File: src/hw/e1_tester_regs.svh
// Purpose: Offsets, field positions, reset values and counts of the tester
// Assumes: Included by bare name from the design files
// Notes:   Definitions only
`ifndef E1_TESTER_REGS_SVH
`define E1_TESTER_REGS_SVH

// ----------------------------------------------------------------------
// Register offsets (byte addresses, one 32-bit word each)
// ----------------------------------------------------------------------
`define REG_CTRL        8'h00
`define REG_CMD         8'h04
`define REG_STATUS      8'h08
`define REG_ES          8'h0C
`define REG_BES         8'h10
`define REG_SES         8'h14
`define REG_MAP_A_TEST  8'h18
`define REG_MAP_B_TEST  8'h1C
`define REG_MAPPED      8'h20

// ----------------------------------------------------------------------
// Field positions and codes
// ----------------------------------------------------------------------
`define CTRL_LOOP_LSB   0
`define CTRL_PAT_LSB    2
`define CTRL_REMOTE_BIT 5
`define CTRL_MAPSEL_BIT 6
`define CTRL_USED_MSB   6
`define LOOP_FLD_LINE   2'h1
`define LOOP_FLD_PAYLD  2'h2
`define PAT_FLD_ONES    3'h1
`define PAT_FLD_ZEROS   3'h2
`define PAT_FLD_QALL    3'h3
`define PAT_FLD_QTEST   3'h4
`define CMD_CLEAR_BIT   0
`define CMD_INJECT_BIT  1
`define STAT_SYNC_BIT   0
`define STAT_LOST_BIT   1

// ----------------------------------------------------------------------
// Reset values
// ----------------------------------------------------------------------
`define CTRL_RESET      32'h0000_0000
`define MAP_RESET       32'h0000_0000
`define QRSS_SEED       20'hF_FFFF

// ----------------------------------------------------------------------
// Framing, sequence and timing figures
// ----------------------------------------------------------------------
`define FAS_BYTE        8'h9B
`define NFAS_BYTE       8'hDF
`define QRSS_LEN        20
`define QRSS_TAP        17
`define QRSS_ZERO_LIMIT 14
`define LOOPUP_LEN      7
`define LOOPUP_TAP      6
`define SYNC_GOOD_BITS  32
`define SYNC_WIN_BITS   64
`define SYNC_LOSS_ERRS  8
`define SEVERE_ERRS     320
`define ACCOUNT_SEC     1
`define E1_LINE_HZ      2048000
`define BITS_PER_SEC    (`ACCOUNT_SEC * `E1_LINE_HZ)

`endif

File: src/hw/e1_tester_pkg.sv
// Purpose: Types shared by the loopback and pattern tester
// Assumes: Nothing
// Notes:   Register codes live in the regs header
package e1_tester_pkg;

   typedef enum logic [1:0] {
      LOOP_NONE,
      LOOP_LINE,
      LOOP_PAYLOAD
   } loop_mode_e;

   typedef enum logic [2:0] {
      PAT_NONE,
      PAT_ONES,
      PAT_ZEROS,
      PAT_QRSS_ALL,
      PAT_QRSS_TEST
   } pattern_e;

   typedef enum logic {
      SYNC_HUNT,
      SYNC_LOCKED
   } sync_state_e;

endpackage : e1_tester_pkg

File: src/hw/qrss_gen.sv
// Purpose: 2^20-1 sequence with ones forced after a long zero run
// Assumes: step_i is one line bit; load_i shifts in a received bit
// Notes:   Used as transmit source and as receive reference
`timescale 1ns/1ps
`include "e1_tester_regs.svh"
module qrss_gen #(
   parameter int LEN = `QRSS_LEN,
   parameter int TAP = `QRSS_TAP
) (
   // Clock and reset
   input  wire logic clk_i,
   input  wire logic rst_i,
   // Control
   input  wire logic clear_i,
   input  wire logic step_i,
   input  wire logic load_i,
   input  wire logic load_bit_i,
   // Sequence out
   output logic      raw_o,
   output logic      bit_o
);
   logic [LEN-1:0] state_q;
   logic [3:0]     zrun_q;
   logic           state_zero;
   logic           shift_in;
   logic           run_bit;

   // A stuck all-zero state would never leave; a one is pushed instead
   assign state_zero = (state_q == '0);
   assign raw_o      = state_zero | (state_q[LEN-1] ^ state_q[TAP-1]);
   assign bit_o      = (zrun_q == 4'(`QRSS_ZERO_LIMIT)) ? 1'b1 : raw_o;
   assign shift_in   = load_i ? load_bit_i : raw_o;
   assign run_bit    = load_i ? load_bit_i : bit_o;

   always_ff @(posedge clk_i) begin
      if (rst_i || clear_i) begin
         state_q <= LEN'(`QRSS_SEED);
         zrun_q  <= 4'h0;
      end else if (step_i) begin
         state_q <= {state_q[LEN-2:0], shift_in};
         zrun_q  <= run_bit ? 4'h0 : zrun_q + 4'h1;
      end
   end

endmodule : qrss_gen

File: src/hw/e1_loop_tester.sv
// Purpose: Network-side loopbacks, test pattern source and checker
// Assumes: bit_en_i marks one E1 line bit; ts_i, bitpos_i and
//          frame_odd_i give its place, shared by both directions
// Notes:   Registers over classic Wishbone, one-cycle acknowledge
//
// Function
// - Line loop returns whole received stream
// - Line loop keeps line code errors unchanged
// - Payload loop regenerates framing, loops payload
// - Loop setting is line, payload or none
// - Remote loop sends loop-up code, mapped slots
// - All-ones pattern sends ones in timeslots 1 to 31
// - All-zeros pattern sends zeros in timeslots 1 to 31
// - QRSS-all puts sequence in timeslots 1 to 31
// - QRSS-test uses test slots of active map
// - Pattern none restores normal data
// - QRSS uses all eight bits per slot
// - Inject command corrupts the next sent pattern bit
// - Errored second counted for any error seen while in sync
// - Bursty second: over one, under 320 errors
// - Severe second: over 320 errors
// - Report sync and sticky loss of sync
// - Counters cleared by pattern none or clear
// - Non-test slots keep normal traffic
`timescale 1ns/1ps
`include "e1_tester_regs.svh"
module e1_loop_tester
   import e1_tester_pkg::*;
#(
   parameter int BITS_PER_SEC = `BITS_PER_SEC,
   parameter int CNT_W        = 16
) (
   // Clock and reset
   input  wire logic        clk_i,
   input  wire logic        rst_i,
   // Wishbone slave
   input  wire logic        wb_cyc_i,
   input  wire logic        wb_stb_i,
   input  wire logic        wb_we_i,
   input  wire logic [7:0]  wb_adr_i,
   input  wire logic [3:0]  wb_sel_i,
   input  wire logic [31:0] wb_dat_i,
   output logic      [31:0] wb_dat_o,
   output logic             wb_ack_o,
   // Frame timing
   input  wire logic        bit_en_i,
   input  wire logic [4:0]  ts_i,
   input  wire logic [2:0]  bitpos_i,
   input  wire logic        frame_odd_i,
   // Receive side
   input  wire logic        rx_bit_i,
   input  wire logic        rx_pos_i,
   input  wire logic        rx_neg_i,
   // Normal transmit source
   input  wire logic        user_bit_i,
   input  wire logic        enc_pos_i,
   input  wire logic        enc_neg_i,
   // Toward the network
   output logic             tx_bit_o,
   output logic             tx_pos_o,
   output logic             tx_neg_o,
   // Checker state
   output logic             pattern_sync_o,
   output logic             sync_lost_o
);
   localparam int SEC_W = $clog2(BITS_PER_SEC);

   // ----------------------------------------------------------------
   // Decoding helpers
   // ----------------------------------------------------------------
   function automatic loop_mode_e loop_of(input logic [1:0] f);
      loop_mode_e m;
      m = LOOP_NONE;
      if (f == `LOOP_FLD_LINE)  m = LOOP_LINE;
      if (f == `LOOP_FLD_PAYLD) m = LOOP_PAYLOAD;
      return m;
   endfunction : loop_of

   function automatic pattern_e pat_of(input logic [2:0] f);
      pattern_e p;
      p = PAT_NONE;
      if (f == `PAT_FLD_ONES)  p = PAT_ONES;
      if (f == `PAT_FLD_ZEROS) p = PAT_ZEROS;
      if (f == `PAT_FLD_QALL)  p = PAT_QRSS_ALL;
      if (f == `PAT_FLD_QTEST) p = PAT_QRSS_TEST;
      return p;
   endfunction : pat_of

   function automatic logic [31:0] merge(input logic [31:0] old_v,
                                         input logic [31:0] new_v,
                                         input logic [3:0]  sel);
      logic [31:0] r;
      r = old_v;
      for (int i = 0; i < 4; i++) begin
         if (sel[i]) r[i*8 +: 8] = new_v[i*8 +: 8];
      end
      return r;
   endfunction : merge

   // ----------------------------------------------------------------
   // Wishbone register file
   // ----------------------------------------------------------------
   logic [31:0]      ctrl_q;
   logic [31:0]      map_a_q;
   logic [31:0]      map_b_q;
   logic [31:0]      mapped_q;
   logic             ack_q;
   logic [31:0]      rdat_q;
   logic [31:0]      rd_mux;
   logic             bus_req;
   logic             bus_wr;
   logic             cmd_wr;
   logic             clear_cmd;
   logic             inject_cmd;
   logic [CNT_W-1:0] es_q;
   logic [CNT_W-1:0] bes_q;
   logic [CNT_W-1:0] ses_q;
   sync_state_e      sync_q;
   logic             lost_q;

   assign bus_req    = wb_cyc_i & wb_stb_i & ~ack_q;
   assign bus_wr     = bus_req & wb_we_i;
   assign cmd_wr     = bus_wr & (wb_adr_i == `REG_CMD) & wb_sel_i[0];
   assign clear_cmd  = cmd_wr & wb_dat_i[`CMD_CLEAR_BIT];
   assign inject_cmd = cmd_wr & wb_dat_i[`CMD_INJECT_BIT];

   always_comb begin
      case (wb_adr_i)
         `REG_CTRL:       rd_mux = ctrl_q;
         `REG_STATUS:     rd_mux = {30'h0000_0000, lost_q,
                                    sync_q == SYNC_LOCKED};
         `REG_ES:         rd_mux = 32'(es_q);
         `REG_BES:        rd_mux = 32'(bes_q);
         `REG_SES:        rd_mux = 32'(ses_q);
         `REG_MAP_A_TEST: rd_mux = map_a_q;
         `REG_MAP_B_TEST: rd_mux = map_b_q;
         `REG_MAPPED:     rd_mux = mapped_q;
         default:         rd_mux = 32'h0000_0000;
      endcase
   end

   always_ff @(posedge clk_i) begin
      if (rst_i) begin
         ctrl_q   <= `CTRL_RESET;
         map_a_q  <= `MAP_RESET;
         map_b_q  <= `MAP_RESET;
         mapped_q <= `MAP_RESET;
      end else if (bus_wr) begin
         case (wb_adr_i)
            `REG_CTRL: ctrl_q <= merge(ctrl_q, wb_dat_i, wb_sel_i)
                                 & 32'h0000_007F;
            `REG_MAP_A_TEST: map_a_q  <= merge(map_a_q, wb_dat_i, wb_sel_i);
            `REG_MAP_B_TEST: map_b_q  <= merge(map_b_q, wb_dat_i, wb_sel_i);
            `REG_MAPPED:     mapped_q <= merge(mapped_q, wb_dat_i, wb_sel_i);
            default: ;
         endcase
      end
   end

   always_ff @(posedge clk_i) begin
      if (rst_i) begin
         ack_q  <= 1'b0;
         rdat_q <= 32'h0000_0000;
      end else begin
         ack_q  <= bus_req;
         rdat_q <= bus_req ? rd_mux : 32'h0000_0000;
      end
   end

   assign wb_ack_o = ack_q;
   assign wb_dat_o = rdat_q;

   // ----------------------------------------------------------------
   // Mode decode and slot selection
   // ----------------------------------------------------------------
   loop_mode_e loop_mode;
   pattern_e   pat_mode;
   logic       remote_on;
   logic       pat_qrss;
   logic       payload_ts;
   logic       test_mark;
   logic       pat_slot;
   logic       loopup_slot;
   logic       clr_all;

   assign loop_mode  = loop_of(ctrl_q[`CTRL_LOOP_LSB +: 2]);
   assign pat_mode   = pat_of(ctrl_q[`CTRL_PAT_LSB +: 3]);
   assign remote_on  = ctrl_q[`CTRL_REMOTE_BIT];
   assign pat_qrss   = (pat_mode == PAT_QRSS_ALL) |
                       (pat_mode == PAT_QRSS_TEST);
   // Timeslot 0 carries framing, so patterns fill slots 1 to 31
   assign payload_ts = (ts_i != 5'h00);
   assign test_mark  = ctrl_q[`CTRL_MAPSEL_BIT] ? map_b_q[ts_i]
                                                 : map_a_q[ts_i];
   assign pat_slot   = payload_ts & (pat_mode != PAT_NONE) &
                       ((pat_mode != PAT_QRSS_TEST) | test_mark);
   assign loopup_slot = remote_on & payload_ts & mapped_q[ts_i];
   assign clr_all    = clear_cmd | (pat_mode == PAT_NONE);

   // ----------------------------------------------------------------
   // Transmit sources
   // ----------------------------------------------------------------
   logic [`LOOPUP_LEN-1:0] lu_q;
   logic                   lu_bit;
   logic                   gen_raw;
   logic                   gen_bit;
   logic                   gen_step;
   logic                   pat_bit;
   logic                   frame_bit;
   logic                   inj_pend_q;
   logic                   pat_sent;
   logic                   tx_bit_d;
   logic                   tx_bit_q;
   logic                   tx_pos_q;
   logic                   tx_neg_q;

   // A literal cannot be indexed, so the framing words get names first
   localparam logic [7:0] FAS_WORD  = `FAS_BYTE;
   localparam logic [7:0] NFAS_WORD = `NFAS_BYTE;

   assign lu_bit    = lu_q[`LOOPUP_LEN-1] ^ lu_q[`LOOPUP_TAP-1];
   assign frame_bit = frame_odd_i ? NFAS_WORD[3'd7 - bitpos_i]
                                  : FAS_WORD[3'd7 - bitpos_i];
   // Every bit of an occupied slot advances the sequence, so it runs at 64K per occupied slot
   assign gen_step  = bit_en_i & pat_slot & pat_qrss & ~loopup_slot;
   assign pat_sent  = bit_en_i & pat_slot & ~loopup_slot &
                      ~(loop_mode == LOOP_PAYLOAD & ~payload_ts);
   assign pat_bit   = (pat_mode == PAT_ONES)  ? 1'b1 :
                      (pat_mode == PAT_ZEROS) ? 1'b0 : gen_bit;

   qrss_gen u_gen (
      .clk_i      (clk_i),
      .rst_i      (rst_i),
      .clear_i    (pat_mode == PAT_NONE),
      .step_i     (gen_step),
      .load_i     (1'b0),
      .load_bit_i (1'b0),
      .raw_o      (gen_raw),
      .bit_o      (gen_bit)
   );

   always_comb begin
      if (loop_mode == LOOP_PAYLOAD && !payload_ts) begin
         tx_bit_d = frame_bit;
      end else if (loopup_slot) begin
         tx_bit_d = lu_bit;
      end else if (pat_slot) begin
         tx_bit_d = pat_bit ^ inj_pend_q;
      end else if (loop_mode == LOOP_PAYLOAD) begin
         tx_bit_d = rx_bit_i;
      end else begin
         tx_bit_d = user_bit_i;
      end
   end

   always_ff @(posedge clk_i) begin
      if (rst_i) begin
         lu_q       <= '1;
         inj_pend_q <= 1'b0;
         tx_bit_q   <= 1'b1;
      end else begin
         if (bit_en_i && loopup_slot) lu_q <= {lu_q[`LOOPUP_LEN-2:0], lu_bit};
         // A new request wins over the bit that consumes an older one
         inj_pend_q <= inject_cmd | (inj_pend_q & ~pat_sent);
         if (bit_en_i) tx_bit_q <= tx_bit_d;
      end
   end

   // Line loop bypasses coding entirely so violations pass untouched
   always_ff @(posedge clk_i) begin
      if (rst_i) begin
         tx_pos_q <= 1'b0;
         tx_neg_q <= 1'b0;
      end else begin
         tx_pos_q <= (loop_mode == LOOP_LINE) ? rx_pos_i : enc_pos_i;
         tx_neg_q <= (loop_mode == LOOP_LINE) ? rx_neg_i : enc_neg_i;
      end
   end

   assign tx_bit_o = tx_bit_q;
   assign tx_pos_o = tx_pos_q;
   assign tx_neg_o = tx_neg_q;

   // ----------------------------------------------------------------
   // Pattern checker
   // ----------------------------------------------------------------
   logic       chk_en;
   logic       chk_raw;
   logic       chk_bit;
   logic       chk_exp;
   logic       miss;
   logic [5:0] good_q;
   logic [5:0] win_q;
   logic [3:0] bad_q;
   logic       hunting;

   assign hunting = (sync_q == SYNC_HUNT);
   assign chk_en  = bit_en_i & pat_slot & ~loopup_slot & payload_ts;
   assign chk_exp = !pat_qrss ? (pat_mode == PAT_ONES)
                              : (hunting ? chk_raw : chk_bit);
   assign miss    = chk_en & (rx_bit_i ^ chk_exp);

   // While hunting the reference is seeded from the line itself
   qrss_gen u_chk (
      .clk_i      (clk_i),
      .rst_i      (rst_i),
      .clear_i    (clr_all),
      .step_i     (chk_en & pat_qrss),
      .load_i     (hunting),
      .load_bit_i (rx_bit_i),
      .raw_o      (chk_raw),
      .bit_o      (chk_bit)
   );

   always_ff @(posedge clk_i) begin
      if (rst_i || pat_mode == PAT_NONE) begin
         sync_q <= SYNC_HUNT;
         good_q <= 6'h00;
         win_q  <= 6'h00;
         bad_q  <= 4'h0;
      end else if (chk_en) begin
         case (sync_q)
            SYNC_HUNT: begin
               good_q <= miss ? 6'h00 : good_q + 6'h01;
               if (!miss && good_q == 6'(`SYNC_GOOD_BITS - 1)) begin
                  sync_q <= SYNC_LOCKED;
                  win_q  <= 6'h00;
                  bad_q  <= 4'h0;
               end
            end
            SYNC_LOCKED: begin
               win_q <= win_q + 6'h01;
               bad_q <= (win_q == 6'(`SYNC_WIN_BITS - 1)) ? 4'h0
                                                          : bad_q + 4'(miss);
               if (miss && bad_q == 4'(`SYNC_LOSS_ERRS - 1)) begin
                  sync_q <= SYNC_HUNT;
                  good_q <= 6'h00;
               end
            end
            default: sync_q <= SYNC_HUNT;
         endcase
      end
   end

   logic sync_drop;
   assign sync_drop = chk_en & ~hunting & miss &
                      (bad_q == 4'(`SYNC_LOSS_ERRS - 1));

   always_ff @(posedge clk_i) begin
      if (rst_i) lost_q <= 1'b0;
      else       lost_q <= sync_drop | (lost_q & ~clr_all);
   end

   assign pattern_sync_o = ~hunting;
   assign sync_lost_o    = lost_q;

   // ----------------------------------------------------------------
   // One-second accounting
   // ----------------------------------------------------------------
   logic [SEC_W-1:0] sec_q;
   logic             sec_tick;
   logic [9:0]       err_q;
   logic [9:0]       err_sum;
   logic             cnt_miss;

   assign sec_tick = bit_en_i & (sec_q == SEC_W'(BITS_PER_SEC - 1));
   assign cnt_miss = miss & ~hunting;
   assign err_sum  = (err_q == 10'h3FF) ? err_q : err_q + 10'(cnt_miss);

   always_ff @(posedge clk_i) begin
      if (rst_i) begin
         sec_q <= '0;
      end else if (bit_en_i) begin
         sec_q <= sec_tick ? '0 : sec_q + SEC_W'(1);
      end
   end

   always_ff @(posedge clk_i) begin
      if (rst_i || clr_all) begin
         err_q <= 10'h000;
         es_q  <= '0;
         bes_q <= '0;
         ses_q <= '0;
      end else if (sec_tick) begin
         err_q <= 10'(cnt_miss);
         if (err_q != 10'h000 && ~&es_q) es_q <= es_q + CNT_W'(1);
         if (err_q > 10'h001 && err_q < 10'(`SEVERE_ERRS) && ~&bes_q)
            bes_q <= bes_q + CNT_W'(1);
         if (err_q > 10'(`SEVERE_ERRS) && ~&ses_q)
            ses_q <= ses_q + CNT_W'(1);
      end else begin
         err_q <= err_sum;
      end
   end
endmodule : e1_loop_tester

File: config.mk
export PLATFORM = sky130hd
export DESIGN_NAME = e1_loop_tester
export DESIGN_NICKNAME = d
export VERILOG_FILES = /design/src/hw/e1_tester_pkg.sv /design/src/hw/qrss_gen.sv /design/src/hw/e1_loop_tester.sv
export VERILOG_INCLUDE_DIRS = /design/src /design/src/hw
export SDC_FILE = /design/constraint.sdc
export NUM_CORES = 1
export LEC_CHECK = 0
export ABC_AREA = 0
export ABC_CLOCK_PERIOD_IN_PS = 6600
export BUFFER_PORTS_ARGS = -buffer_cell sky130_fd_sc_hd__buf_2
export CAP_MARGIN = 10
export CORE_MARGIN = 2
export CORE_UTILIZATION = 55
export DETAILED_ROUTE_END_ITERATION = 7
export HOLD_SLACK_MARGIN = 0.02
export PLACE_DENSITY_LB_ADDON = 0.05
export RECOVER_POWER = 100
export SLEW_MARGIN = 10
export SYNTH_ARGS = -nofsm -noshare
export SYNTH_HDL_FRONTEND = slang
export SYNTH_SLANG_ARGS = --single-unit
File: constraint.sdc
create_clock -name clk_i -period 6.6 [get_ports clk_i]
set_input_delay 1.32 -clock clk_i [delete_from_list [all_inputs] [get_ports clk_i]]
set_output_delay 1.32 -clock clk_i [all_outputs]
set_load 0.1 [all_outputs]
### Word-level counts from Yosys, hierarchy flattened

Memories as Yosys holds them, arrays and structs flattened.
Cells that the tools add are included.

| operators by class | value |
|---|---|
| add/sub/neg operators | 11 |
| $lt $le $gt $ge | 5 |
| equal/unequal tests | 31 |
| multiplexer cells | 47 |
| bitwise gates (word level) | 47 |
| reduce and logical (&&, ||, !) cells | 45 |

Operators by type and width:

| cell | number |
|---|---|
| $pmux 32 s8 | 1 |
| $add 16x1->16 const B | 3 |
| $reduce_and 16->1 | 3 |
| $logic_not 20->1 | 2 |
| $reduce_and 3->1 | 13 |
| $eq 8x5->1 const B | 4 |
| $and 1x1->1 | 27 |
| $mux 1 | 27 |
| $pmux 6 s2 | 2 |
| $add 21x1->21 const B | 1 |
| $eq 21x21->1 const B | 1 |
| $mux 21 | 1 |
| $mux 6 | 3 |
| $eq 8x4->1 const B | 2 |
| $mux 4 | 4 |
| $bmux 1 s5 | 3 |
| $add 6x1->6 const B | 2 |
| $eq 3x2->1 const B | 4 |
| $add 10x1->10 | 1 |
| $eq 10x10->1 const B | 1 |
| $gt 10x1->1 const B | 1 |
| $gt 10x9->1 const B | 1 |
| $lt 10x9->1 const B | 1 |
| $reduce_and 2->1 | 5 |
| 34 further kinds | 73 |

| storage, ports and cells | value |
|---|---|
| bits in registers | 292 |
| ROM bits | 16 |
| input port bits | 65 |
| output and inout bits | 38 |
| logic and storage cells | 223 |
| memories kept | 2 |

Memories:

| memory | words | bits a word | read ports | clocked after memory_dff | wr ports | line | text |
|---|---|---|---|---|---|---|---|
| (name not given) | 8 | 1 | 1 | 0 | 0 | e1_loop_tester.sv:223 | `: FAS_WORD[3'd7 - bitpos_i];` |
| (name not given) | 8 | 1 | 1 | 0 | 0 | e1_loop_tester.sv:222 | `assign frame_bit = frame_odd_i ? NFAS_WORD[3'd7 - bitpos_i]` |

### Depth between registers and ports, before layout

Gate-level depths: netlist of run 1.

| logic depth | value |
|---|---|
| depth after elaboration | 16 |
| depth in mapped cells | 16 |
| gate-level depth less buffers | 14 |

### Hierarchy

Synthesis of run 1 repeated with hierarchy kept, for this count alone.

| unflattened totals | value |
|---|---|
| cells, all modules | 1434 |
| area total of the unflattened synthesis | 13410.4 um^2 |

By module, submodules not included:

| module | times used | cells each | area an instance (um^2) | seq. area each (um^2) |
|---|---|---|---|---|
| e1_loop_tester | 1 | 1228 | 11370.9 | 4884.7 |
| qrss_gen | 2 | 103 | 1019.7 | 480.5 |

### Worst setup path before layout of run 1

No wires, ideal clock.

| timing path | value |
|---|---|
| path type | in2reg |
| start point | input port ts_i[0] |
| end point | register bad_q[2] |
| setup time | 0.114 ns |
| arrival | 4.056 ns |
| required time | 6.486 ns |
| slack | 2.430 ns |
| stages on the path | 15 |
| buffers on the path | 4 |
| path through | buf_6 buf_12 mux4_1 a22oi_1 nand3_1 a31oi_2 or2_1 buf_6 buf_2 nor2_1 ha_1 ha_1 nor2b_1 o211a_1 a21o_1 |

| between the ends | value |
|---|---|
| longest elaborated chain between the ends | 13 |
| elaborated cells between the ends (all ways) | 25 |
| those cells by class | add/sub: 1; eq/ne: 1; mux: 9; bitwise: 10; reduce/logical: 4 |

Ends and longest elaborated chain:

| what | line | text |
|---|---|---|
| start, declared | e1_loop_tester.sv:47 | `input wire logic [4:0] ts_i,` |
| $bmux 1 s5, on equally long branches | e1_loop_tester.sv:194, e1_loop_tester.sv:193 |  |
| $mux 1, on equally long branches | e1_loop_tester.sv:194, e1_loop_tester.sv:193 |  |
| $mux 1 | e1_loop_tester.sv:193 | `` assign test_mark = ctrl_q[`CTRL_MAPSEL_BIT] ? map_b_q[ts_i] `` |
| $or 1x1->1 | e1_loop_tester.sv:196 | `((pat_mode != PAT_QRSS_TEST) \| test_mark);` |
| $and 1x1->1 | e1_loop_tester.sv:195 | `assign pat_slot = payload_ts & (pat_mode != PAT_NONE) &` |
| $and 1x1->1 (2 in series) | e1_loop_tester.sv:298 | `assign chk_en = bit_en_i & pat_slot & ~loopup_slot & payload_ts;` |
| $and 1x1->1 * | e1_loop_tester.sv:298 |  |
| branches (longest 5 deep; another with $add 4x1->4) | -- |  |
| end signal, assigned | e1_loop_tester.sv:333 | `` bad_q <= (win_q == 6'(`SYNC_WIN_BITS - 1)) ? 4'h0 `` |
| end, declared | e1_loop_tester.sv:294 | `logic [3:0] bad_q;` |

Mark *: on every way between the ends. The select of a mux whose other input is x is not followed.
A chain may end at the register's enable or synchronous reset.

### Final worst setup path of run 1

Same ends and word-level chain as after synthesis.

==> key figures, run 1 <==
Logic synthesis
  • Synth Flop Type: dfxtp_1
  • Post-synthesis instance area: between 10,000 and 15,000 µm²
  • Synth Warn #: 0
  • Syn Area/Cell: 9.19 µm²
  • Ranking of synthesized cells by area: dfxtp_1 43%, mux2i_1 13%, nor2_1 7.8%
  • XOR/XNOR share of the synthesized area: 4.21%
  • Most frequent cell after synthesis: dfxtp_1
  • Yosys reg bits: 292
  • Area leader, netlist: dfxtp_1
  • Post-synth EDFFs: 0
  • Netlist cell types: 74
  • Simple-gate area share of the yosys netlist: 20.9%
  • Proportion of synthesized area in mux cells: 16.8%
  • Syn nets: 1,553
  • Largest family of logic cells by synthesized area: simple AND/OR/NAND/NOR gates
  • Post-Syn Instances: 1,472
  • Compound-Gate Fraction of Synth Area: 10.3%
  • Post-synthesis sequential area ratio: 43.2%
  • Adder-Cell Fraction of Synth Area: 1.48%
  • List of most frequent post-synthesis cells: 292 x dfxtp_1, 282 x nor2_1, 180 x mux2i_1
  • Post-synth top area share: a little over two fifths
  • Post-synthesis async set-or-reset flop share: 0%

Route
  • DR WL met2: 15,700 µm
  • First-pass DRT Iterations: 5
  • Wl on met1: 15,800 µm
  • Antenna viol nets, final: 0
  • Met3 routed WL: approximately 2000 µm
  • Residual DRC: 0
  • DR top layer: met4
  • Via count: 11,000
  • Final wirelength: approximately 34,000 µm
  • Drt initial violations: ~770
  • DR WL/cell: around 18 µm
  • Drt via density: 5.80

Global route
  • Maximum number of pins on one net before global-route repair: 76
  • Initial antenna violation count: 1
  • Total track usage: about a quarter
  • First-pass GRT wire length: approximately 55,000 µm
  • Gr ovfl total: 0
  • Number of global-route vias before repair: 10,500

Timing
  • Hold Fails Final Rpt: 0
  • Max Clk Rate: ~180 MHz
  • TNS Setup: 0 ns
  • Final period utilization: 82.9%
  • Slew HR: -119%
  • RSZ-0062 raised after global routing: no
  • Clock Skew: 0.0206 ns
  • Hold WS: about 0.45 ns
  • Min Tclk post-route: ~5.5 ns
  • Max-slew violations: 222
  • Slew @ Worst Pin: approximately 3.3 ns
  • Endpoints failing setup: 0

Setup path
  • Worst-path fanout max: 26
  • Worst r2r dst: bad_q[2]
  • Critical path capture point type: flip-flop
  • Flop-to-flop setup slack: about 2.9 ns
  • Crit path arrival time: 5.87 ns
  • Startpoint Class: input pin
  • Critical setup path kind: input pin to flip-flop
  • Worst path required time: 7.00 ns
  • R2r worst-path depth: 12
  • R2r startpoint: ctrl_q[2]

Floorplan
  • Core box area: 24,200 µm²
  • Std-Cell Rows: 57
  • Die ar.: around 26,000 µm²
  • Width of the die: 161 µm
  • Initial Util: 55.8%
  • Die H: about 160 µm
  • I/O pin total: 103

Final layout
  • Design area: between 15,000 and 20,000 µm²
  • Non-filler instance count after layout: 1,900
  • Area occupied by multi-input gates: 7270 µm²
  • Final core occ: ~63%
  • Layout cells sized above 1: under 10%
  • Layout filler cell count: 2,111
  • Fin nets: 1,630
  • Synthesis-to-layout area growth: 13.5%
  • Area occupied by registers: 5850 µm²

Clock tree
  • Post-cts resize count: 0
  • Root Driver: clkbuf_16
  • Clock Tree Buf Depth: 3
  • Clock-pin slew on the worst setup and hold paths: 0.06 ns
  • Clock latency on the worst-skew pair: between 0.5 and 0.6 ns
  • CTS tree: built
  • H-tree Lvls: 2
  • Total CTS buffers: 34
  • Cts hold-fix bufs: 0
  • Postcts setup bufs: 0
  • Clk sinks: 292

Status
  • Outcome: finished with violations
  • Violated checks: max-capacitance violations, max-slew violations

Min path
  • Worst hold path depth: 1
  • Worst hold start: lu_q[3]
  • Hold Crit Class: flip-flop to flip-flop
  • Worst Hold Endpoint: lu_q[3]

Job
  • Max_cap viols: 5

Placement
  • HPWL Detailed: 24,000 µm
  • Port Buffers: 102
  • Post-DP Area: 14,200 µm²
  • DP Cell Count: about 1,800
  • RePlAce Congestion: 0.919

Pwr
  • VDD IR max: 0.000254 V
  • P_leak: 5.33 nW
  • Power Density: between 200 and 250 nW/µm²
-- worst max path at each step --
stage	start	to	slack [ns]	depth (start not counted)
6_report	ts_i[0]	bad_q[2]	1.13	12
5_1_grt	ts_i[0]	err_q[6]	0.81	12
4_1_cts	ts_i[0]	bad_q[2]	1.85	12
3_5_place_dp	ts_i[0]	bad_q[2]	1.31	12
3_3_place_gp	ts_i[0]	bad_q[2]	1.46	12
2_1_floorplan	ts_i[0]	bad_q[2]	2.43	15
-- through the flow --
| stage | setup slack [ns] | total power, mW |
|---|---|---|
| 2_1_floorplan | 2.43 | 1.87 |
| 3_3_place_gp | 1.46 | 1.91 |
| 3_5_place_dp | 1.31 | 1.91 |
| 4_1_cts | 1.85 | 3.86 |
| 5_1_grt | 0.815 | 3.94 |
| 6_report | 1.13 | 3.83 |
-- final cells by class --
| type | instances | share of cell area (%) |
|---|---|---|
| antenna | 1 | 0.0163 |
| clock buffer | 50 | 6.73 |
| clock inverter | 12 | 1.07 |
| inverter | 25 | 0.612 |
| multi-input combinational | 1082 | 47.4 |
| sequential | 292 | 38.1 |
| tap | 324 | 2.64 |
| timing repair buffer | 114 | 3.48 |
-- cells in the final DEF, fill, tap and decap left out, types with 30 or more instances in the layout --
master     instances
a21oi_1           66
clkbuf_1          50
buf_2             61
o21ai_0           30
dfxtp_1          292
nor2_1           282
mux2i_1          180
a22oi_1           37
xor2_1            37
nand2_1           87
clkbuf_16         35
nand3_1           42
-- power breakdown --
| part | internal, mW | leakage, nW | switching [mW] |
|---|---|---|---|
| Sequential | 1.77 | 2.35 | 0.00175 |
| Combinational | 0.0346 | 2.39 | 0.0702 |
| Clock | 1.21 | 0.589 | 0.746 |
| Total | 3.01 | 5.33 | 0.818 |
-- metal layers --
metal / track usage, % / up-vias
met3: 4.47 / 57
met1: 36.0 / 5244
li1: - / 5436
met2: 42.7 / 288
met4: 7.95 / 0
met5: 0 / -
-- worst max-delay path, cell delays in order --
cell       delay (ns)
clkbuf_1         1.21
mux4_2           0.65
a2111oi_0        0.44
nand3_1          0.16
a31oi_2          0.40
or2_1            0.67
nor2_1           0.12
ha_1             0.23
ha_1             0.19
nor2b_1          0.13
o211a_1          0.21
a21o_1           0.14
-- state kept, by name (all words and copies together) (netlist names), 4 cells and up --
name,cells
map_b_q,32
map_a_q,32
win_q,6
u_chk.state_q,20
bad_q,4
sec_q,21
lu_q,7
good_q,6
bes_q,16
mapped_q,32
err_q,10
wb_dat_o,32
es_q,16
ctrl_q,7
ses_q,16
u_gen.state_q,20
u_gen.zrun_q,4
u_chk.zrun_q,4
-- logic make-up after synthesis --
| group | Yosys count |
|---|---|
| AO/OA/AOI/OAI | 207 |
| flip-flops | 292 |
| XOR/XNOR | 65 |
| multiplexers | 200 |
| adder cells (fa/ha/maj) | 16 |
| AND/OR/NAND/NOR | 594 |
| buffers and inverters | 98 |
No activity file was read; power rests on OpenSTA's default activity.
==> inputs of run 2 (changes only) <==
--- a/config.mk
+++ b/config.mk
@@ -6,8 +6,8 @@
 export SDC_FILE = /design/constraint.sdc
 export NUM_CORES = 1
 export LEC_CHECK = 0
-export ABC_AREA = 0
-export ABC_CLOCK_PERIOD_IN_PS = 6600
+export ABC_AREA = 1
+export ABC_CLOCK_PERIOD_IN_PS = 5100
 export BUFFER_PORTS_ARGS = -buffer_cell sky130_fd_sc_hd__buf_2
 export CAP_MARGIN = 10
 export CORE_MARGIN = 2
==> constraint.sdc (replaced) <==
create_clock -name clk_i -period 5.1 [get_ports clk_i]
set_input_delay 1.02 -clock clk_i [delete_from_list [all_inputs] [get_ports clk_i]]
set_output_delay 1.02 -clock clk_i [all_outputs]
set_load 0.1 [all_outputs]
==> key figures, run 2 <==
Global route
  • Gr ovfl total: 0
  • Number of global-route vias before repair: 12,000
  • Maximum number of pins on one net before global-route repair: 109
  • First-pass GRT wire length: 60,200 µm
  • Initial antenna violation count: 0
  • Total track usage: 28.0%

Status
  • Outcome: finished with violations
  • Violated checks: max-capacitance violations, max-slew violations

Setup path
  • Delay of the slowest critical-path stage: about 1.1 ns
  • Critical path capture point type: flip-flop
  • Worst path cell trace: inv_1 -> nor3_1 -> or2_2 -> nor2_1 -> nor2_2 -> buf_4 -> nand2_1 -> buf_4 -> inv_1 -> nand2_1 -> a31oi_1
  • Worst path required time: about 5.5 ns
  • CP bufs+invs: 4
  • CP top delay family: buffers and inverters
  • Worst-path fanout max: 44
  • Slowest-stage cell, CP: inv_1
  • Crit path arrival time: 4.48 ns
  • Critical setup path kind: flip-flop to flip-flop
  • Startpoint Class: flip-flop

Timing
  • Hold Fails Final Rpt: 0
  • Max Clk Rate: 246 MHz
  • TNS Setup: 0 ns
  • Clock Skew: 0.0175 ns
  • Slew @ Worst Pin: approximately 1.8 ns
  • Worst setup margin: 1.04 ns
  • Final period utilization: about four fifths
  • Max-slew violations: approximately 110
  • RSZ-0062 raised after global routing: no
  • Slew HR: -18.3%
  • Endpoints failing setup: 0
  • Min Tclk post-route: 4.06 ns

Route
  • Drt initial violations: 919
  • DR WL/cell: 15.6 µm
  • First-pass DRT Iterations: 5
  • Via count: 13,200
  • Antenna viol nets, final: 0
  • Final wirelength: 37,100 µm
  • Drt via density: approximately 5.5
  • Residual DRC: 0

Clock tree
  • Clock latency on the worst-skew pair: 0.51 ns
  • CTS tree: built
  • Root Driver: clkbuf_16
  • Cts hold-fix bufs: 0
  • Clock-pin slew on the worst setup and hold paths: about 0.06 ns
  • Total CTS buffers: 34
  • Clock Tree Buf Depth: 3
  • Post-cts resize count: 0
  • H-tree Lvls: 2
  • Postcts setup bufs: 0
  • Clk sinks: 292

Pwr
  • Cell Int Power: ~3.7 mW
  • Switching Fraction: around 22%
  • Switching power: 1.06 mW
  • P_leak: 5.98 nW
  • VDD IR max: 0.000269 V
  • Power Density: 311 nW/µm²
  • Clock network fraction of design power: 48.5%
  • Comb power frac: 3.6%
  • Sequential share of power: 47.9%

Floorplan
  • Std-Cell Rows: 57
  • Die ar.: 26,400 µm²
  • Initial Util: 56.4%
  • Width of the die: roughly 160 µm
  • Core box area: 24,500 µm²
  • Die H: around 160 µm
  • I/O pin total: 103

Logic synthesis
  • Post-Syn Instances: 1,976
  • Post-synthesis instance area: 13,800 µm²
  • Synth Warn #: 0
  • Netlist cell types: 47
  • List of most frequent post-synthesis cells: 402 x nand2_1, 292 x dfxtp_1, 232 x inv_1
  • Post-synthesis async set-or-reset flop share: 0%
  • Yosys reg bits: roughly 290
  • Synth Flop Type: dfxtp_1
  • Syn Area/Cell: 6.98 µm²
  • Ranking of synthesized cells by area: dfxtp_1 42%, nand2_1 11%, nand3_1 6.7%
  • Post-synth EDFFs: 0
  • Syn nets: 2,057
  • Most frequent cell after synthesis: nand2_1
  • Post-synthesis sequential area ratio: between 40% and 50%
  • Post-synth top area share: 42.4%
  • Area leader, netlist: dfxtp_1

Placement
  • RePlAce Congestion: 0.916
  • Pre-CTS WS: 1.12 ns
  • Port Buffers: 102
  • HPWL Detailed: 26,100 µm

Final layout
  • Commonest non-fill, non-tap cells in the layout: 402 x nand2_1, 292 x dfxtp_1, 237 x inv_1
  • Fin nets: 2,122
  • Final core occ: 62.7%
  • Ant diodes: 0
  • Synthesis-to-layout area growth: 11.2%
  • Most common cell after layout, fill and taps aside: nand2_1
  • Layout cells sized above 1: 6.79%

Min path
  • Hold Crit Class: flip-flop to flip-flop

Job
  • Max_cap viols: 1
run 2: cell types whose count changed in the layout (fill, tap and decap cells not counted), moves of 16 or more:
cell / change
nor4_1: -18
inv_1: +212
o21ai_0: +106
nand3_1: +146
o22ai_1: +36
nor2_1: -65
and3_1: -26
nand2_1: +315
a21oi_1: +88
a22oi_1: -36
xor2_1: -16
xnor2_1: -21
mux2i_1: -180
run 2: cell families after synthesis:
logic type / synth area share (%)
and+or+nand+nor: 29.0
adders and majority gates: 1.45
DFF: 42.4
buffers and inverters: 9.64
xor gates and xnor gates: 1.78
AOI/OAI and AO/OA: 15.8
run 2: path summary, 6_finish.rpt:
| kind | from | endpoint | slack (ns) | cells after the start |
|---|---|---|---|---|
| hold / removal | sec_q[11] | sec_q[11] | 0.45 | 2 |
| setup reg to reg | ctrl_q[4] | err_q[3] | 1.04 | 11 |
| hold reg to reg | sec_q[11] | sec_q[11] | 0.45 | 2 |
| setup / recovery | ctrl_q[4] | err_q[3] | 1.04 | 11 |
run 2: worst min-delay path, stage by stage (launching register included):
cell	delay [ns]
dfxtp_1	0.31
inv_1	0.05
a21oi_1	0.05
run 2: metal layers:
metal  vias up  part of all wire (%)  track usage (%)  routed length (µm)
li1       6646                     -                -                   -
met5         -                     0                0                   0
met1      6084                    45             38.6               16900
met3        61                   6.5             3.77                2400
met2       399                    46             45.2               16900
met4         0                   2.5             9.65                 927
run 2: area by class of cell:
type / instances / area (µm²)
Multi-Input combinational cell: 1355 / 6580
Fill cell: 2300 / 9120
Clock buffer: 46 / 967
Tap cell: 324 / 405
Clock inverter: 10 / 86.3
Sequential cell: 292 / 5850
Timing Repair Buffer: 114 / 538
Inverter: 244 / 916
run 2: power groups by stage:
| stage | clock network [mW] | logic (mW) | registers, mW |
|---|---|---|---|
| after floorplan | 0 | 0.0992 | 2.35 |
| after global placement | 0 | 0.167 | 2.34 |
| after detailed placement | 0 | 0.169 | 2.34 |
| after CTS | 2.34 | 0.170 | 2.29 |
| after global routing | 2.44 | 0.189 | 2.29 |
| final | 2.31 | 0.169 | 2.29 |
run 2: metrics by stage:
stage               cells  hold WS [ns]  power [mW]  cell area (µm²)
detailed placement   2329         0.440        2.51            14400
finish               2385         0.447        4.77            15300
floorplan            1976         0.423        2.45            13800
global route         2385         0.474        4.92            15300
CTS                  2385         0.449        4.80            15400
global placement     2329         0.439        2.50            14400
==> inputs of run 3 (changes only) <==
--- a/config.mk
+++ b/config.mk
@@ -7,7 +7,7 @@
 export NUM_CORES = 1
 export LEC_CHECK = 0
 export ABC_AREA = 1
-export ABC_CLOCK_PERIOD_IN_PS = 5100
+export ABC_CLOCK_PERIOD_IN_PS = 3400
 export BUFFER_PORTS_ARGS = -buffer_cell sky130_fd_sc_hd__buf_2
 export CAP_MARGIN = 10
 export CORE_MARGIN = 2
==> constraint.sdc (replaced) <==
create_clock -name clk_i -period 3.4 [get_ports clk_i]
set_input_delay 0.68 -clock clk_i [delete_from_list [all_inputs] [get_ports clk_i]]
set_output_delay 0.68 -clock clk_i [all_outputs]
set_load 0.1 [all_outputs]
==> key figures, run 3 (synthesis results as in run 2) <==
Route
  • Drt initial violations: 1,071
  • Final wirelength: 37,800 µm
  • Via count: 13,300
  • Drt via density: around 5.5
  • First-pass DRT Iterations: 7
  • Antenna viol nets, final: 0
  • Residual DRC: 0
  • DR WL/cell: 15.6 µm

Clock tree
  • CTS tree: built
  • Clock Tree Buf Depth: 3
  • Total CTS buffers: 31
  • H-tree Lvls: 1
  • Clock latency on the worst-skew pair: 0.57 ns
  • Root Driver: clkbuf_16
  • Postcts setup bufs: 0
  • Cts hold-fix bufs: 0
  • Clock-pin slew on the worst setup and hold paths: 0.06 ns
  • Clk sinks: 292
  • Post-cts resize count: 0

Min path
  • Hold Crit Class: input pin to flip-flop
  • Worst hold start: rx_pos_i

Global route
  • Gr ovfl total: 0
  • Total track usage: about 28%
  • Maximum number of pins on one net before global-route repair: 108
  • First-pass GRT wire length: ~62,000 µm
  • Number of global-route vias before repair: 12,300
  • Initial antenna violation count: 0

Timing
  • Final period utilization: ~86%
  • Max Clk Rate: between 300 and 400 MHz
  • Slew @ Worst Pin: 1.74 ns
  • Slew HR: -16.0%
  • RSZ-0062 raised after global routing: no
  • Max-slew violations: 108
  • Hold Fails Final Rpt: 0
  • Clock Skew: between 0.01 and 0.015 ns
  • Min Tclk post-route: between 2 and 3 ns
  • Endpoints failing setup: 0
  • TNS Setup: 0 ns

Placement
  • Port Buffers: around 100
  • RePlAce Congestion: 0.927
  • DP Cell Count: approximately 2,400
  • HPWL Detailed: 27,100 µm

Setup path
  • Critical setup path kind: input pin to flip-flop
  • Crit path arrival time: 3.38 ns
  • R2r startpoint: ctrl_q[4]
  • Worst-path fanout max: 28
  • Startpoint Class: input pin
  • Worst path required time: 3.86 ns
  • Critical path capture point type: flip-flop
  • Worst Setup SP: ts_i[2]

Pwr
  • P_leak: between 6 and 7 nW
  • Power Density: between 400 and 500 nW/µm²
  • Final Total Pwr: around 7.5 mW
  • VDD IR max: 0.000404 V

Floorplan
  • Core box area: 24,500 µm²
  • Width of the die: 162 µm
  • Initial Util: 56.4%
  • Die H: 162 µm
  • I/O pin total: 103
  • Die ar.: roughly 26,000 µm²
  • Std-Cell Rows: 57

Final layout
  • Layout cells sized above 1: 7.79%
  • Area occupied by registers: 5850 µm²
  • Layout filler cell count: 2,311
  • Synthesis-to-layout area growth: 13.5%
  • Commonest non-fill, non-tap cells in the layout: 402 x nand2_1, 292 x dfxtp_1, 236 x inv_1
  • Fin nets: 2,151
  • Ant diodes: 0
  • Area occupied by multi-input gates: 6600 µm²
  • Most common cell after layout, fill and taps aside: nand2_1
  • Non-filler instance count after layout: about 2,400

Job
  • Max_cap viols: 1

Status
  • Outcome: finished with violations
  • Violated checks: max-capacitance violations, max-slew violations
-- run 3: cell types whose count changed in the layout (fill, tap and decap cells not counted), sizes merged --
cell	previous run	this run
buf	70	84
clkinvlp	3	0
clkinv	8	9
inv	242	243
bufinv	1	8
clkbuf	90	101
-- run 3: path summary, 6_finish.rpt --
path / end / slack (ns) / depth (start not counted)
setup / recovery: u_gen.zrun_q[0] / 0.48 / 16
hold / removal: tx_pos_o / 0.34 / 3
setup reg to reg: err_q[9] / 0.49 / 20
hold reg to reg: sec_q[11] / 0.45 / 2
-- run 3: report_power, final --
part	internal, mW	switching [mW]	leakage, nW
Sequential	3.43	0.00271	2.35
Combinational	0.0866	0.180	3.23
Clock	2.39	1.41	0.573
Total	5.91	1.59	6.16
-- run 3: worst max-delay path, cell delays in order --
cell and delay, ns:
clkbuf_1 0.30, inv_2 0.13, or2_0 0.34, nand3b_1 0.22, nand2_1 0.07, nor2_1 0.04
nand2_2 0.06, nand3_2 0.07, nand3_2 0.13, nand3_4 0.08, clkbuf_1 0.17, nor2_4 0.23
clkbuf_2 0.48, nand2_1 0.18, nand2_1 0.12, a21oi_1 0.05
-- run 3: area by class of cell --
| class | instances | share of cell area, % |
|---|---|---|
| Multi-Input combinational cell | 1355 | 42.1 |
| Sequential cell | 292 | 37.3 |
| Inverter | 244 | 5.85 |
| Clock buffer | 39 | 5.53 |
| Timing Repair Buffer | 146 | 4.75 |
| Tap cell | 324 | 2.59 |
| Clock inverter | 16 | 1.84 |
-- run 3: metal layers --
metal	routed length (µm)	track usage, %
met1	17300	39.4
met2	17300	46.8
met3	2390	4.10
met4	854	6.15
met5	0	0
-- run 3: per-stage QoR --
stage	worst slack, ns	cell area, µm²	util, %	hold WS, ns
after CTS	0.640	15800	64.7	0.336
after detailed placement	0.131	14700	60.0	0.444
final	0.479	15700	64.0	0.342
after global placement	0.158	14700	60.0	0.438
after floorplan	0.352	13800	-	0.423
after global routing	0.162	15700	64.0	0.368
